## src/rtl/scs_top.sv

```systemverilog
// Package and top of the startup configuration and clock select block.
// Assumes one 100 MHz clock, synchronous active-high reset, an APB master.
//
// Register access over APB and the register offsets were left to the implementer.
package scs_pkg;
  localparam int CLK_PERIOD_NS = 10;
  localparam int SETTLE_TIME_US = 1000;
  localparam int SETTLE_CYC = (SETTLE_TIME_US * 1000 + CLK_PERIOD_NS - 1)
                              / CLK_PERIOD_NS;
  localparam int POR_WAIT = 3;
  localparam int NUM_DIV = 4;
  localparam int NUM_CFG = 4;
  localparam int INT_W = 12;
  localparam int FRAC_W = 24;
  localparam int RATE_W = 16;
  localparam int CODE_W = 6;
  localparam int TRI_SHIFT = 5;
  // Register byte offsets, divider block top address bits and word selects
  localparam logic [7:0] A_CTRL = 8'h00;
  localparam logic [7:0] A_STATUS = 8'h04;
  localparam logic [7:0] A_REF = 8'h08;
  localparam logic [7:0] A_CAP = 8'h0C;
  localparam logic [1:0] A_DIV_TOP = 2'h1;
  localparam logic [1:0] D_CTL = 2'h0;
  localparam logic [1:0] D_FRAC = 2'h1;
  localparam logic [1:0] D_AMP = 2'h2;
  localparam logic [1:0] D_RATE = 2'h3;
  // Field positions
  localparam int CTRL_SYNC_BIT = 0;
  localparam int CTRL_RELOAD_BIT = 1;
  localparam int CTRL_DEF_BIT = 7;
  localparam int REF_PRIM_BIT = 1;
  localparam int REF_SM_LSB = 2;
  localparam int CAP_XOUT_LSB = 8;
  localparam int DC_FRAC_EN = 16;
  localparam int DC_BYPASS = 17;
  localparam int DC_CASCADE = 18;
  localparam int DC_SS_EN = 19;
  localparam int DC_SS_DOWN = 20;
  localparam int DC_W = 21;
  // Synchroniser bit positions
  localparam int SY_STRAP = 0;
  localparam int SY_SEL0 = 1;
  localparam int SY_CFG_SELECT_HIGH = 2;
  localparam int SY_INPUT_SOURCE_PIN = 3;
  localparam int SY_XTAL = 4;
  localparam int SY_DIFF = 5;
  // Reset values
  localparam logic CTRL_DEF_RST = 1'b1;
  localparam logic REF_PRIM_RST = 1'b0;
  localparam logic [1:0] SM_RST = 2'h0;
  localparam logic [5:0] CAP_RST = 6'h00;
  localparam logic [6:0] CAP_BASE_HALF_PF = 7'h12;
  localparam logic [15:0] RATE_RST = 16'h0030;
  typedef logic [NUM_DIV-1:0][INT_W-1:0] scs_divset_t;
  typedef scs_divset_t [NUM_CFG-1:0] scs_cfgset_t;
  // Stored configuration images, plain defaults
  localparam scs_cfgset_t CFG_INT_RST = {
    {12'h020, 12'h010, 12'h008, 12'h004},
    {12'h018, 12'h00C, 12'h006, 12'h003},
    {12'h010, 12'h008, 12'h004, 12'h002},
    {12'h008, 12'h006, 12'h004, 12'h002}};
  localparam scs_divset_t SWDEF_INT_RST = {12'h00A, 12'h00A, 12'h005, 12'h005};
  typedef enum logic [1:0] {ST_POR, ST_LOAD, ST_SETTLE, ST_RUN} scs_state_t;
  typedef enum logic [1:0] {RF_RUN, RF_GATE, RF_SWAP} scs_ref_t;
endpackage : scs_pkg

`timescale 1ns/100ps
`default_nettype none
module scs_top #(
  parameter int SETTLE_CYCLES = scs_pkg::SETTLE_CYC,
  parameter scs_pkg::scs_cfgset_t CFG_INT = scs_pkg::CFG_INT_RST,
  parameter scs_pkg::scs_divset_t SWDEF_INT = scs_pkg::SWDEF_INT_RST
) (
  input wire logic clk, // 100 MHz clock
  input wire logic rst, // Synchronous reset
  input wire logic psel, // APB select
  input wire logic penable, // APB enable
  input wire logic pwrite, // APB write
  input wire logic [7:0] paddr, // APB byte address
  input wire logic [31:0] pwdata, // APB write data
  output logic [31:0] prdata, // APB read data
  output logic pready, // APB ready
  output logic pslverr, // APB error
  input wire logic por_mode_strap, // Mode strap pin
  input wire logic cfg_select_low, // Config select LSB pin
  input wire logic cfg_select_high, // Config select MSB pin
  input wire logic input_source_pin, // Reference select pin
  input wire logic crystal_ref_input, // Crystal reference level
  input wire logic diff_clock_input, // Differential reference level
  output logic ref_clk_out, // Selected reference
  output logic [3:0] div_out, // Divider outputs
  output logic div_sync, // Divider sync pulse
  output logic hw_select_mode, // Mode held since reset
  output logic [1:0] active_config, // Config select index sampled from the pins
  output logic config_busy, // Startup wait, loading or settling
  output logic ref_on_crystal, // Crystal is current source
  output logic [5:0] crystal_cap_code, // XIN cap code
  output logic [6:0] xin_cap_half_pf, // XIN cap, 0.5 pF units
  output logic [6:0] xout_cap_half_pf // XOUT cap, 0.5 pF units
);
  typedef struct packed {
    logic [5:0] s1;
    logic [5:0] s2;
    scs_pkg::scs_state_t st;
    logic [31:0] cnt;
    logic hw_mode;
    logic [1:0] sel_act;
    logic sync_pls;
    logic reload_req;
    logic load_def;
    logic prim;
    logic [1:0] sm;
    logic [5:0] cap_xin;
    logic [5:0] cap_xout;
    logic [6:0] pf_xin;
    logic [6:0] pf_xout;
    logic [3:0][scs_pkg::DC_W-1:0] dctl;
    logic [3:0][23:0] dfrac;
    logic [3:0][23:0] damp;
    logic [3:0][15:0] drate;
    scs_pkg::scs_ref_t rphase;
    logic cur_xtal;
    logic gated;
    logic ref_out;
    logic ref_prev;
    logic [31:0] prdata;
  } scs_top_state_t;

  scs_top_state_t q, n;
  logic mapped, acc, wr, want_xtal, cur_lvl, new_lvl, ref_tick;
  logic [1:0] sel_now, didx;
  logic [3:0] div_lvl, div_tick;

  function automatic logic [31:0] rd_word(input logic [7:0] a);
    logic [31:0] w;
    w = 32'h0000_0000;
    if (a == scs_pkg::A_CTRL) begin
      w[scs_pkg::CTRL_DEF_BIT] = q.load_def;
    end else if (a == scs_pkg::A_STATUS) begin
      w[5:0] = {q.rphase != scs_pkg::RF_RUN, q.cur_xtal,
                q.st != scs_pkg::ST_RUN, q.sel_act, q.hw_mode};
    end else if (a == scs_pkg::A_REF) begin
      w[scs_pkg::REF_PRIM_BIT] = q.prim;
      w[scs_pkg::REF_SM_LSB +: 2] = q.sm;
    end else if (a == scs_pkg::A_CAP) begin
      w[5:0] = q.cap_xin;
      w[scs_pkg::CAP_XOUT_LSB +: 6] = q.cap_xout;
    end else if (a[7:6] == scs_pkg::A_DIV_TOP) begin
      case (a[3:2])
        scs_pkg::D_CTL: w[scs_pkg::DC_W-1:0] = q.dctl[a[5:4]];
        scs_pkg::D_FRAC: w[23:0] = q.dfrac[a[5:4]];
        scs_pkg::D_AMP: w[23:0] = q.damp[a[5:4]];
        default: w[15:0] = q.drate[a[5:4]];
      endcase
    end
    return w;
  endfunction : rd_word

  // ==========================================================
  // Bus decode
  assign mapped = (paddr[1:0] == 2'h0) &&
                  (paddr[7:4] == 4'h0 || paddr[7:6] == scs_pkg::A_DIV_TOP);
  assign acc = psel & penable;
  assign pready = 1'b1;
  assign pslverr = acc & (q.hw_mode | q.st == scs_pkg::ST_POR | ~mapped);
  assign wr = acc & pwrite & ~pslverr;
  assign didx = paddr[5:4];
  assign sel_now = {q.s2[scs_pkg::SY_CFG_SELECT_HIGH], q.s2[scs_pkg::SY_SEL0]};

  // ==========================================================
  // Reference selection
  assign want_xtal = (q.sm[1] == 1'b0) ?
                     (q.prim == q.s2[scs_pkg::SY_INPUT_SOURCE_PIN]) : q.cur_xtal;
  assign cur_lvl = q.cur_xtal ? q.s2[scs_pkg::SY_XTAL] : q.s2[scs_pkg::SY_DIFF];
  assign new_lvl = q.cur_xtal ? q.s2[scs_pkg::SY_DIFF] : q.s2[scs_pkg::SY_XTAL];
  assign ref_tick = q.ref_out & ~q.ref_prev;

  always_comb begin
    n = q;
    n.s1 = {diff_clock_input, crystal_ref_input, input_source_pin,
            cfg_select_high, cfg_select_low, por_mode_strap};
    n.s2 = q.s1;
    n.sync_pls = 1'b0;
    n.ref_prev = q.ref_out;
    if (psel & ~penable) begin
      n.prdata = rd_word(paddr);
    end
    if (wr) begin
      if (paddr == scs_pkg::A_CTRL) begin
        n.load_def = pwdata[scs_pkg::CTRL_DEF_BIT];
        n.sync_pls = pwdata[scs_pkg::CTRL_SYNC_BIT];
        n.reload_req = pwdata[scs_pkg::CTRL_RELOAD_BIT];
      end else if (paddr == scs_pkg::A_REF) begin
        n.prim = pwdata[scs_pkg::REF_PRIM_BIT];
        n.sm = pwdata[scs_pkg::REF_SM_LSB +: 2];
      end else if (paddr == scs_pkg::A_CAP) begin
        n.cap_xin = pwdata[5:0];
        n.cap_xout = pwdata[scs_pkg::CAP_XOUT_LSB +: 6];
      end else if (paddr[7:6] == scs_pkg::A_DIV_TOP) begin
        case (paddr[3:2])
          scs_pkg::D_CTL: n.dctl[didx] = pwdata[scs_pkg::DC_W-1:0];
          scs_pkg::D_FRAC: n.dfrac[didx] = pwdata[23:0];
          scs_pkg::D_AMP: n.damp[didx] = pwdata[23:0];
          default: n.drate[didx] = pwdata[15:0];
        endcase
      end
    end
    n.pf_xin = scs_pkg::CAP_BASE_HALF_PF + {1'b0, n.cap_xin};
    n.pf_xout = scs_pkg::CAP_BASE_HALF_PF + {1'b0, n.cap_xout};
    // Startup and configuration load
    case (q.st)
      scs_pkg::ST_POR: begin
        n.cnt = q.cnt + 32'h0000_0001;
        if (q.cnt == 32'(scs_pkg::POR_WAIT - 1)) begin
          n.hw_mode = q.s2[scs_pkg::SY_STRAP];
          n.sel_act = sel_now;
          n.st = scs_pkg::ST_LOAD;
        end
      end
      scs_pkg::ST_LOAD: begin
        for (int i = 0; i < scs_pkg::NUM_DIV; i++) begin
          n.dctl[i] = '0;
          n.dfrac[i] = '0;
          n.damp[i] = '0;
          n.drate[i] = scs_pkg::RATE_RST;
          if (q.hw_mode) begin
            n.dctl[i][11:0] = CFG_INT[q.sel_act][i];
          end else if (q.load_def) begin
            n.dctl[i][11:0] = SWDEF_INT[i];
          end else begin
            n.dctl[i][11:0] = CFG_INT[0][i];
          end
        end
        n.sync_pls = q.hw_mode | n.sync_pls;
        n.reload_req = 1'b0;
        n.cnt = '0;
        n.st = scs_pkg::ST_SETTLE;
      end
      scs_pkg::ST_SETTLE: begin
        n.cnt = q.cnt + 32'h0000_0001;
        if (q.cnt >= 32'(SETTLE_CYCLES - 1)) begin
          n.st = scs_pkg::ST_RUN;
        end
      end
      scs_pkg::ST_RUN: begin
        if (q.hw_mode && sel_now != q.sel_act) begin
          n.sel_act = sel_now;
          n.st = scs_pkg::ST_LOAD;
        end else if (q.reload_req) begin
          n.st = scs_pkg::ST_LOAD;
        end
      end
      default: n.st = scs_pkg::ST_POR;
    endcase
    // Glitch-free switch: park low on old source, take new one while low
    case (q.rphase)
      scs_pkg::RF_RUN: begin
        if (want_xtal != q.cur_xtal) begin
          n.rphase = scs_pkg::RF_GATE;
        end
      end
      scs_pkg::RF_GATE: begin
        if (!cur_lvl) begin
          n.gated = 1'b1;
          n.rphase = scs_pkg::RF_SWAP;
        end
      end
      scs_pkg::RF_SWAP: begin
        if (!new_lvl) begin
          n.cur_xtal = ~q.cur_xtal;
          n.gated = 1'b0;
          n.rphase = scs_pkg::RF_RUN;
        end
      end
      default: n.rphase = scs_pkg::RF_RUN;
    endcase
    n.ref_out = n.gated ? 1'b0 : (n.cur_xtal ? q.s2[scs_pkg::SY_XTAL]
                                             : q.s2[scs_pkg::SY_DIFF]);
  end

  always_ff @(posedge clk) begin
    if (rst) begin
      q <= '0;
      q.st <= scs_pkg::ST_POR;
      q.load_def <= scs_pkg::CTRL_DEF_RST;
      q.prim <= scs_pkg::REF_PRIM_RST;
      q.sm <= scs_pkg::SM_RST;
      q.cap_xin <= scs_pkg::CAP_RST;
      q.cap_xout <= scs_pkg::CAP_RST;
      q.pf_xin <= scs_pkg::CAP_BASE_HALF_PF;
      q.pf_xout <= scs_pkg::CAP_BASE_HALF_PF;
      q.rphase <= scs_pkg::RF_RUN;
      q.cur_xtal <= 1'b1;
    end else begin
      q <= n;
    end
  end

  // ==========================================================
  // Dividers 1 to 3 may each cascade from their lower neighbour
  for (genvar g = 0; g < scs_pkg::NUM_DIV; g++) begin : g_div
    localparam int P = (g == 0) ? 0 : g - 1;
    logic casc;
    assign casc = (g != 0) && q.dctl[g][scs_pkg::DC_CASCADE];
    scs_fdiv u_div (
      .clk(clk),
      .rst(rst),
      .src_tick(casc ? div_tick[P] : ref_tick),
      .src_level(casc ? div_lvl[P] : q.ref_out),
      .sync_rst(q.sync_pls),
      .int_div(q.dctl[g][11:0]),
      .frac(q.dfrac[g]),
      .frac_en(q.dctl[g][scs_pkg::DC_FRAC_EN]),
      .bypass(q.dctl[g][scs_pkg::DC_BYPASS]),
      .ss_en(q.dctl[g][scs_pkg::DC_SS_EN]),
      .ss_down(q.dctl[g][scs_pkg::DC_SS_DOWN]),
      .ss_amp(q.damp[g]),
      .ss_rate(q.drate[g]),
      .out_level(div_lvl[g]),
      .out_tick(div_tick[g])
    );
  end

  assign prdata = q.prdata;
  assign ref_clk_out = q.ref_out;
  assign div_out = div_lvl;
  assign div_sync = q.sync_pls;
  assign hw_select_mode = q.hw_mode;
  assign active_config = q.sel_act;
  assign config_busy = q.st != scs_pkg::ST_RUN;
  assign ref_on_crystal = q.cur_xtal;
  assign crystal_cap_code = q.cap_xin;
  assign xin_cap_half_pf = q.pf_xin;
  assign xout_cap_half_pf = q.pf_xout;
endmodule : scs_top
`default_nettype wire
```

## src/rtl/scs_fdiv.sv

```systemverilog
// Fractional output divider with spread, bypass and a sync clear.
// Assumes source edges arrive as one-cycle ticks on the same clock.
`timescale 1ns/100ps
`default_nettype none
module scs_fdiv #(
  parameter int INT_W = 12,
  parameter int FRAC_W = 24,
  parameter int RATE_W = 16,
  parameter int TRI_SHIFT = 5
) (
  input wire logic clk, // Clock
  input wire logic rst, // Synchronous reset
  input wire logic src_tick, // Source rising edge
  input wire logic src_level, // Source level
  input wire logic sync_rst, // Alignment clear
  input wire logic [INT_W-1:0] int_div, // Integer ratio
  input wire logic [FRAC_W-1:0] frac, // Fractional ratio
  input wire logic frac_en, // Fractional mode
  input wire logic bypass, // Divide by one
  input wire logic ss_en, // Spread enable
  input wire logic ss_down, // Down spread
  input wire logic [FRAC_W-1:0] ss_amp, // Spread peak
  input wire logic [RATE_W-1:0] ss_rate, // Cycles per step, less one
  output logic out_level, // Divided output
  output logic out_tick // Output rising edge
);
  typedef struct packed {
    logic [INT_W:0] cnt;
    logic [INT_W:0] period;
    logic [FRAC_W-1:0] acc;
    logic [FRAC_W-1:0] tri_v;
    logic tri_dn;
    logic [RATE_W-1:0] rcnt;
    logic out;
    logic prev;
  } scs_fdiv_state_t;

  scs_fdiv_state_t q, n;
  logic [INT_W:0] lim, cnt_inc;
  logic [FRAC_W-1:0] mods, fr, step;
  logic [FRAC_W:0] sum;

  assign lim = (int_div < INT_W'(2)) ? (INT_W+1)'(2) : {1'b0, int_div};
  assign cnt_inc = q.cnt + {{INT_W{1'b0}}, 1'b1};
  assign step = ss_amp >> TRI_SHIFT;
  assign mods = !ss_en ? '0 : (ss_down ? q.tri_v : q.tri_v - (ss_amp >> 1));
  assign fr = frac_en ? frac + mods : '0;
  assign sum = {1'b0, q.acc} + {1'b0, fr};

  always_comb begin
    n = q;
    n.prev = q.out;
    // Triangle modulation, one step every ss_rate+1 cycles
    if (!ss_en) begin
      n.tri_v = '0;
      n.tri_dn = 1'b0;
      n.rcnt = '0;
    end else if (q.rcnt >= ss_rate) begin
      n.rcnt = '0;
      if (!q.tri_dn) begin
        if ({1'b0, q.tri_v} + {1'b0, step} >= {1'b0, ss_amp}) begin
          n.tri_v = ss_amp;
          n.tri_dn = 1'b1;
        end else begin
          n.tri_v = q.tri_v + step;
        end
      end else if (q.tri_v <= step) begin
        n.tri_v = '0;
        n.tri_dn = 1'b0;
      end else begin
        n.tri_v = q.tri_v - step;
      end
    end else begin
      n.rcnt = q.rcnt + {{(RATE_W-1){1'b0}}, 1'b1};
    end
    // Period is integer part plus carry of the fraction accumulator
    if (src_tick) begin
      if (cnt_inc >= q.period) begin
        n.cnt = '0;
        n.acc = sum[FRAC_W-1:0];
        n.period = lim + {{INT_W{1'b0}}, sum[FRAC_W]};
      end else begin
        n.cnt = cnt_inc;
      end
    end
    if (sync_rst) begin
      n.cnt = '0;
      n.acc = '0;
      n.period = lim;
      n.tri_v = '0;
      n.tri_dn = 1'b0;
      n.rcnt = '0;
    end
    n.out = bypass ? src_level : (n.cnt < (n.period >> 1));
  end

  always_ff @(posedge clk) begin
    if (rst) begin
      q <= '0;
      q.period <= (INT_W+1)'(2);
    end else begin
      q <= n;
    end
  end

  assign out_level = q.out;
  assign out_tick = q.out & ~q.prev;
endmodule : scs_fdiv
`default_nettype wire

```

## config.mk

```make
export PLATFORM = sky130hd
export DESIGN_NAME = scs_top
export DESIGN_NICKNAME = d
export VERILOG_FILES = /design/src/rtl/scs_top.sv /design/src/rtl/scs_fdiv.sv
export SDC_FILE = /design/constraint.sdc
export NUM_CORES = 2
export LEC_CHECK = 0
export ABC_AREA = 1
export BUFFER_PORTS_ARGS = -buffer_cell sky130_fd_sc_hd__buf_2
export CORE_AREA = 2 2 420 422
export DETAILED_ROUTE_END_ITERATION = 12
export DIE_AREA = 0 0 422 424
export SYNTH_ARGS = -nofsm -noshare
export SYNTH_HDL_FRONTEND = slang
export SYNTH_SLANG_ARGS = --single-unit
```

## constraint.sdc

```tcl
create_clock -name clk -period 7.8 [get_ports clk]
set_input_delay 0.39 -clock clk [delete_from_list [all_inputs] [get_ports clk]]
set_output_delay 0.39 -clock clk [all_outputs]
set_load 0.01 [all_outputs]
```

==> out/qor.csv <==
stage,metric,value,unit
sta,timing.final.max_slew_violations,0,
grt,global_route.usage.met2,45.4,%
worst_setup_path,critical_path.reg2reg.startpoint,q[110],
sta,grt_setup_unrepaired,yes,
worst_setup_path,reg2reg_slack,480,ps
sta,finalSetupViolations,0,
worst_setup_path,start_kind,register,
grt,antenna_found_initial,23,
sta,relSlewSlack,17.1,%
grt,global_route.peak_usage_layer,met2,
synthesis,syn_area,69400,um^2
grt,groute.layer.met3.usage,5.27,%
grt,groute.usage.overall,30.5,%
sta,worst_clock_skew,72.1,ps
synthesis,synth_seq_area_share,23.7,%
clocking,worst_skew_late_latency,770,ps
power_and_ir_drop,worst_ir_drop_vdd,0.166,mV
sta,post-route-period-util,93.9,%
clocking,cts_inserted_buffers,101,
worst_setup_path,setup.worst_path.end_class,register,
finish,fin_nets,11600,
grt,gr-total-overflow,0,
power_and_ir_drop,report.power.total,11.6,mW
hold_path,min_to,crystal_cap_code[2],
routing,postRouteAntennaNets,0,
synthesis,ys_seq_elements,820,
floorplanning,placeableCoreArea,175000,um^2
worst_setup_path,cp_max_stage_cell,dfxtp_1,
worst_setup_path,worst-setup-path-type,reg2reg,
synthesis,synth-main-ff-cell,dfxtp_1,
synthesis,yosysWarningCount,0,
floorplanning,die_w,422,um
clocking,cts-root-to-sink-buffers,3,
finish,fillCellCount,18400,
routing,detail_route.iter0.violations,7565,
clocking,clockRootBuffer,clkbuf_16,
floorplanning,ioPinCount,116,
sta,final.min_clock_period,7320,ps
synthesis,ys_async_sr_fraction,0,%
placed_design,hpwlAfterDp,219,mm
worst_setup_path,r2r_end,g_div[0].u_div.out_level,
clocking,cts_max_level,3,
outcome,run_status,"finished, final reports clean",
synthesis,yosysUniqueCellTypes,62,
routing,remaining_drc_errors,0,
routing,detailedRoute.firstPassIterationCount,9,
power_and_ir_drop,power.density,150,nW/um^2
clocking,cts_sinks,820,
floorplanning,start_util,39.7,%
sta,worst_pin_slew,1230,ps
synthesis,synth_enable_flop_cells,0,
worst_setup_path,crit_path_top_cell_by_count,nand2_1,
power_and_ir_drop,leakage_power_figure,37.6,nW
sta,final.setup.tns,0,ps
floorplanning,full_die_area,179000,um^2
sta,highest_achievable_clock_rate,137,MHz
grt,gr-usage-met1,42.0,%
worst_setup_path,timing.reg2reg.worst_path_depth,53,
synthesis,syn_avg_cell_area,6.44,um^2
finish,syn_to_final_growth,10.9,%
clocking,clkSlewWorstSetupHoldPaths,60,ps
finish,multi_input_comb_area,45900,um^2
placed_design,buffer_ports.inserted,98,
hold_path,hp-start,rst,
finish,share_of_cells_above_drive_strength_1,6.98,%
finish,register_area,16400,um^2
placed_design,placer_congestion,1.01,
floorplanning,die_y,424,um
sta,timing_hold_violations_final,0,
grt,first_pass_grt_wire_length,423,mm
worst_setup_path,critical_path_peak_fanout,5,
routing,detail_route.vias_per_cell,5.68,
synthesis,post_synthesis_instance_total,10800,
grt,grt_start_max_net_pins,99,
routing,post_drt_wl_per_cell,21.6,um
worst_setup_path,crit_path_max_incr_delay,410,ps
routing,route.vias.total,75100,
hold_path,timing.hold.worst.class,in2reg,
routing,totalWireLength,285,mm
grt,grt_pass1_vias,68800,
clocking,cts_tree,built,
floorplanning,number_of_rows_created_at_floorplan,154,
flow_run,drv_cap,0,
hold_path,worst_hold_stages,2,
worst_setup_path,critical_path_at,8030,ps
worst_setup_path,timing.critical_path.required,8510,ps
finish,post-route-util,44.0,%
==> metrics by stage <==
step	area, um^2	cells	setup WS, ps	hold slack, ps
floorplan	69400	10800	1160	388
global placement	72800	13000	175	400
detailed placement	72800	13000	30.7	402
CTS	76300	13200	103	8.97
global route	77000	13200	-65.4	60.4
finish	77000	13200	476	45.4
==> cell usage after synthesis, types with 91 or more instances <==
master | count | area (um^2)
a21oi_1 | 1151 | 5760
clkbuf_1 | 301 | 1130
dfxtp_1 | 820 | 16400
ha_1 | 727 | 9100
inv_1 | 1464 | 5500
nand2_1 | 1905 | 7150
nand3_1 | 570 | 2850
nand4_1 | 257 | 1610
nor2_1 | 1072 | 4020
nor3_1 | 161 | 806
o21ai_0 | 1023 | 5120
o22ai_1 | 115 | 719
xnor2_1 | 91 | 797
xor2_1 | 265 | 2320
==> per-layer routing <==
layer | vias up | wire length [um]
met5 | - | 81
met4 | 12 | 16400
met3 | 685 | 26800
met2 | 3369 | 117000
met1 | 34900 | 125000
li1 | 36100 | -
==> area by class of cell <==
type | instances | share of cell area (%)
Multi-Input combinational cell | 7991 | 59.6
Sequential cell | 820 | 21.3
Inverter | 1488 | 7.26
Tap cell | 2340 | 3.80
Clock buffer | 135 | 3.67
Timing Repair Buffer | 389 | 3.52
Clock inverter | 52 | 0.761
Antenna cell | 13 | 0.0423
==> worst max path at each step <==
stage,start,endpoint,depth (start not counted)
5_1_grt,g_div[0].u_div.q[19],g_div[0].u_div.out_level,54
3_5_place_dp,g_div[2].u_div.q[19],g_div[2].u_div.out_level,44
2_1_floorplan,g_div[3].u_div.q[19],g_div[3].u_div.out_level,43
4_1_cts,g_div[2].u_div.q[19],g_div[2].u_div.out_level,44
6_report,q[110],g_div[0].u_div.out_level,53
3_3_place_gp,g_div[2].u_div.q[19],g_div[2].u_div.out_level,48
==> power breakdown <==
group	switching, mW	internal, mW	leakage [nW]
combinational	1.46	0.676	29.3
clock	2.13	2.82	1.68
sequential	0.142	4.34	6.62
total	3.73	7.84	37.6
==> cell usage in the layout, fill, tap and decap left out, drive strengths merged, types with 8 or more instances in the layout <==
cell type  Yosys  routed
buf          173     383
o21ai       1039    1039
nor4          48      48
xor2         265     265
a211oi        61      61
nand3        572     572
xnor2         91      91
o2111ai       23      23
a21boi        13      13
bufinv         0       8
o221ai        34      34
nor2        1086    1086
o21bai        51      51
nor3         164     164
nand3b        10      10
a22oi         23      23
fa            20      20
clkbuf       302     135
conb           2       9
a21o          47      47
nand2       1915    1915
and3           8       8
dfxtp        820     820
nor3b         29      29
o22ai        115     115
nand4        257     257
a21oi       1152    1152
diode          0      13
o211ai        65      65
a31oi         54      54
and2          19      19
o21a          24      24
inv         1479    1484
clkinv         9      43
or2           34      34
ha           727     727
==> registers in the layout, indices dropped and copies added (netlist names) <==
name	count
active_config	2
crystal_cap_code	6
div_sync	1
g_div.casc	3
g_div.u_div.out_level	4
g_div.u_div.q	367
hw_select_mode	1
n	6
prdata	24
q	392
ref_clk_out	1
ref_on_crystal	1
xin_cap_half_pf	6
xout_cap_half_pf	6
==> timing repair <==
item | 4_1_cts | 5_1_grt
setup buffers | 0 | 21
pin swaps | 0 | 36
endpoints found under the setup margin | 1 | 8
hold buffers | 6 | 0
gates cloned | 0 | 0
resized for setup | 1 | 154
endpoints found under the hold margin | 6 | 0
==> critical path: cells and delay by family (launching register included) <==
family,cells,cell delay [ps]
AO/OA/AOI/OAI,11,1730
AND/OR/NAND/NOR,28,2640
XOR/XNOR,1,50
buffers and inverters,8,860
flip-flops,1,410
adder cells (fa/ha/maj),5,1630
==> cells by family (layout without fill, tap and decap cells) <==
| group | Yosys count | count (layout) | synth area share (%) |
|---|---|---|---|
| buffers and inverters | 1963 | 2064 | 11.1 |
| xor gates and xnor gates | 356 | 356 | 4.49 |
| AOI/OAI and AO/OA | 2734 | 2734 | 21.6 |
| and+or+nand+nor | 4145 | 4145 | 25.5 |
| DFF | 820 | 820 | 23.7 |
| other | 2 | 22 | 0.0108 |
| adders and majority gates | 747 | 747 | 13.7 |
No activity file was read; power rests on OpenSTA's default activity.
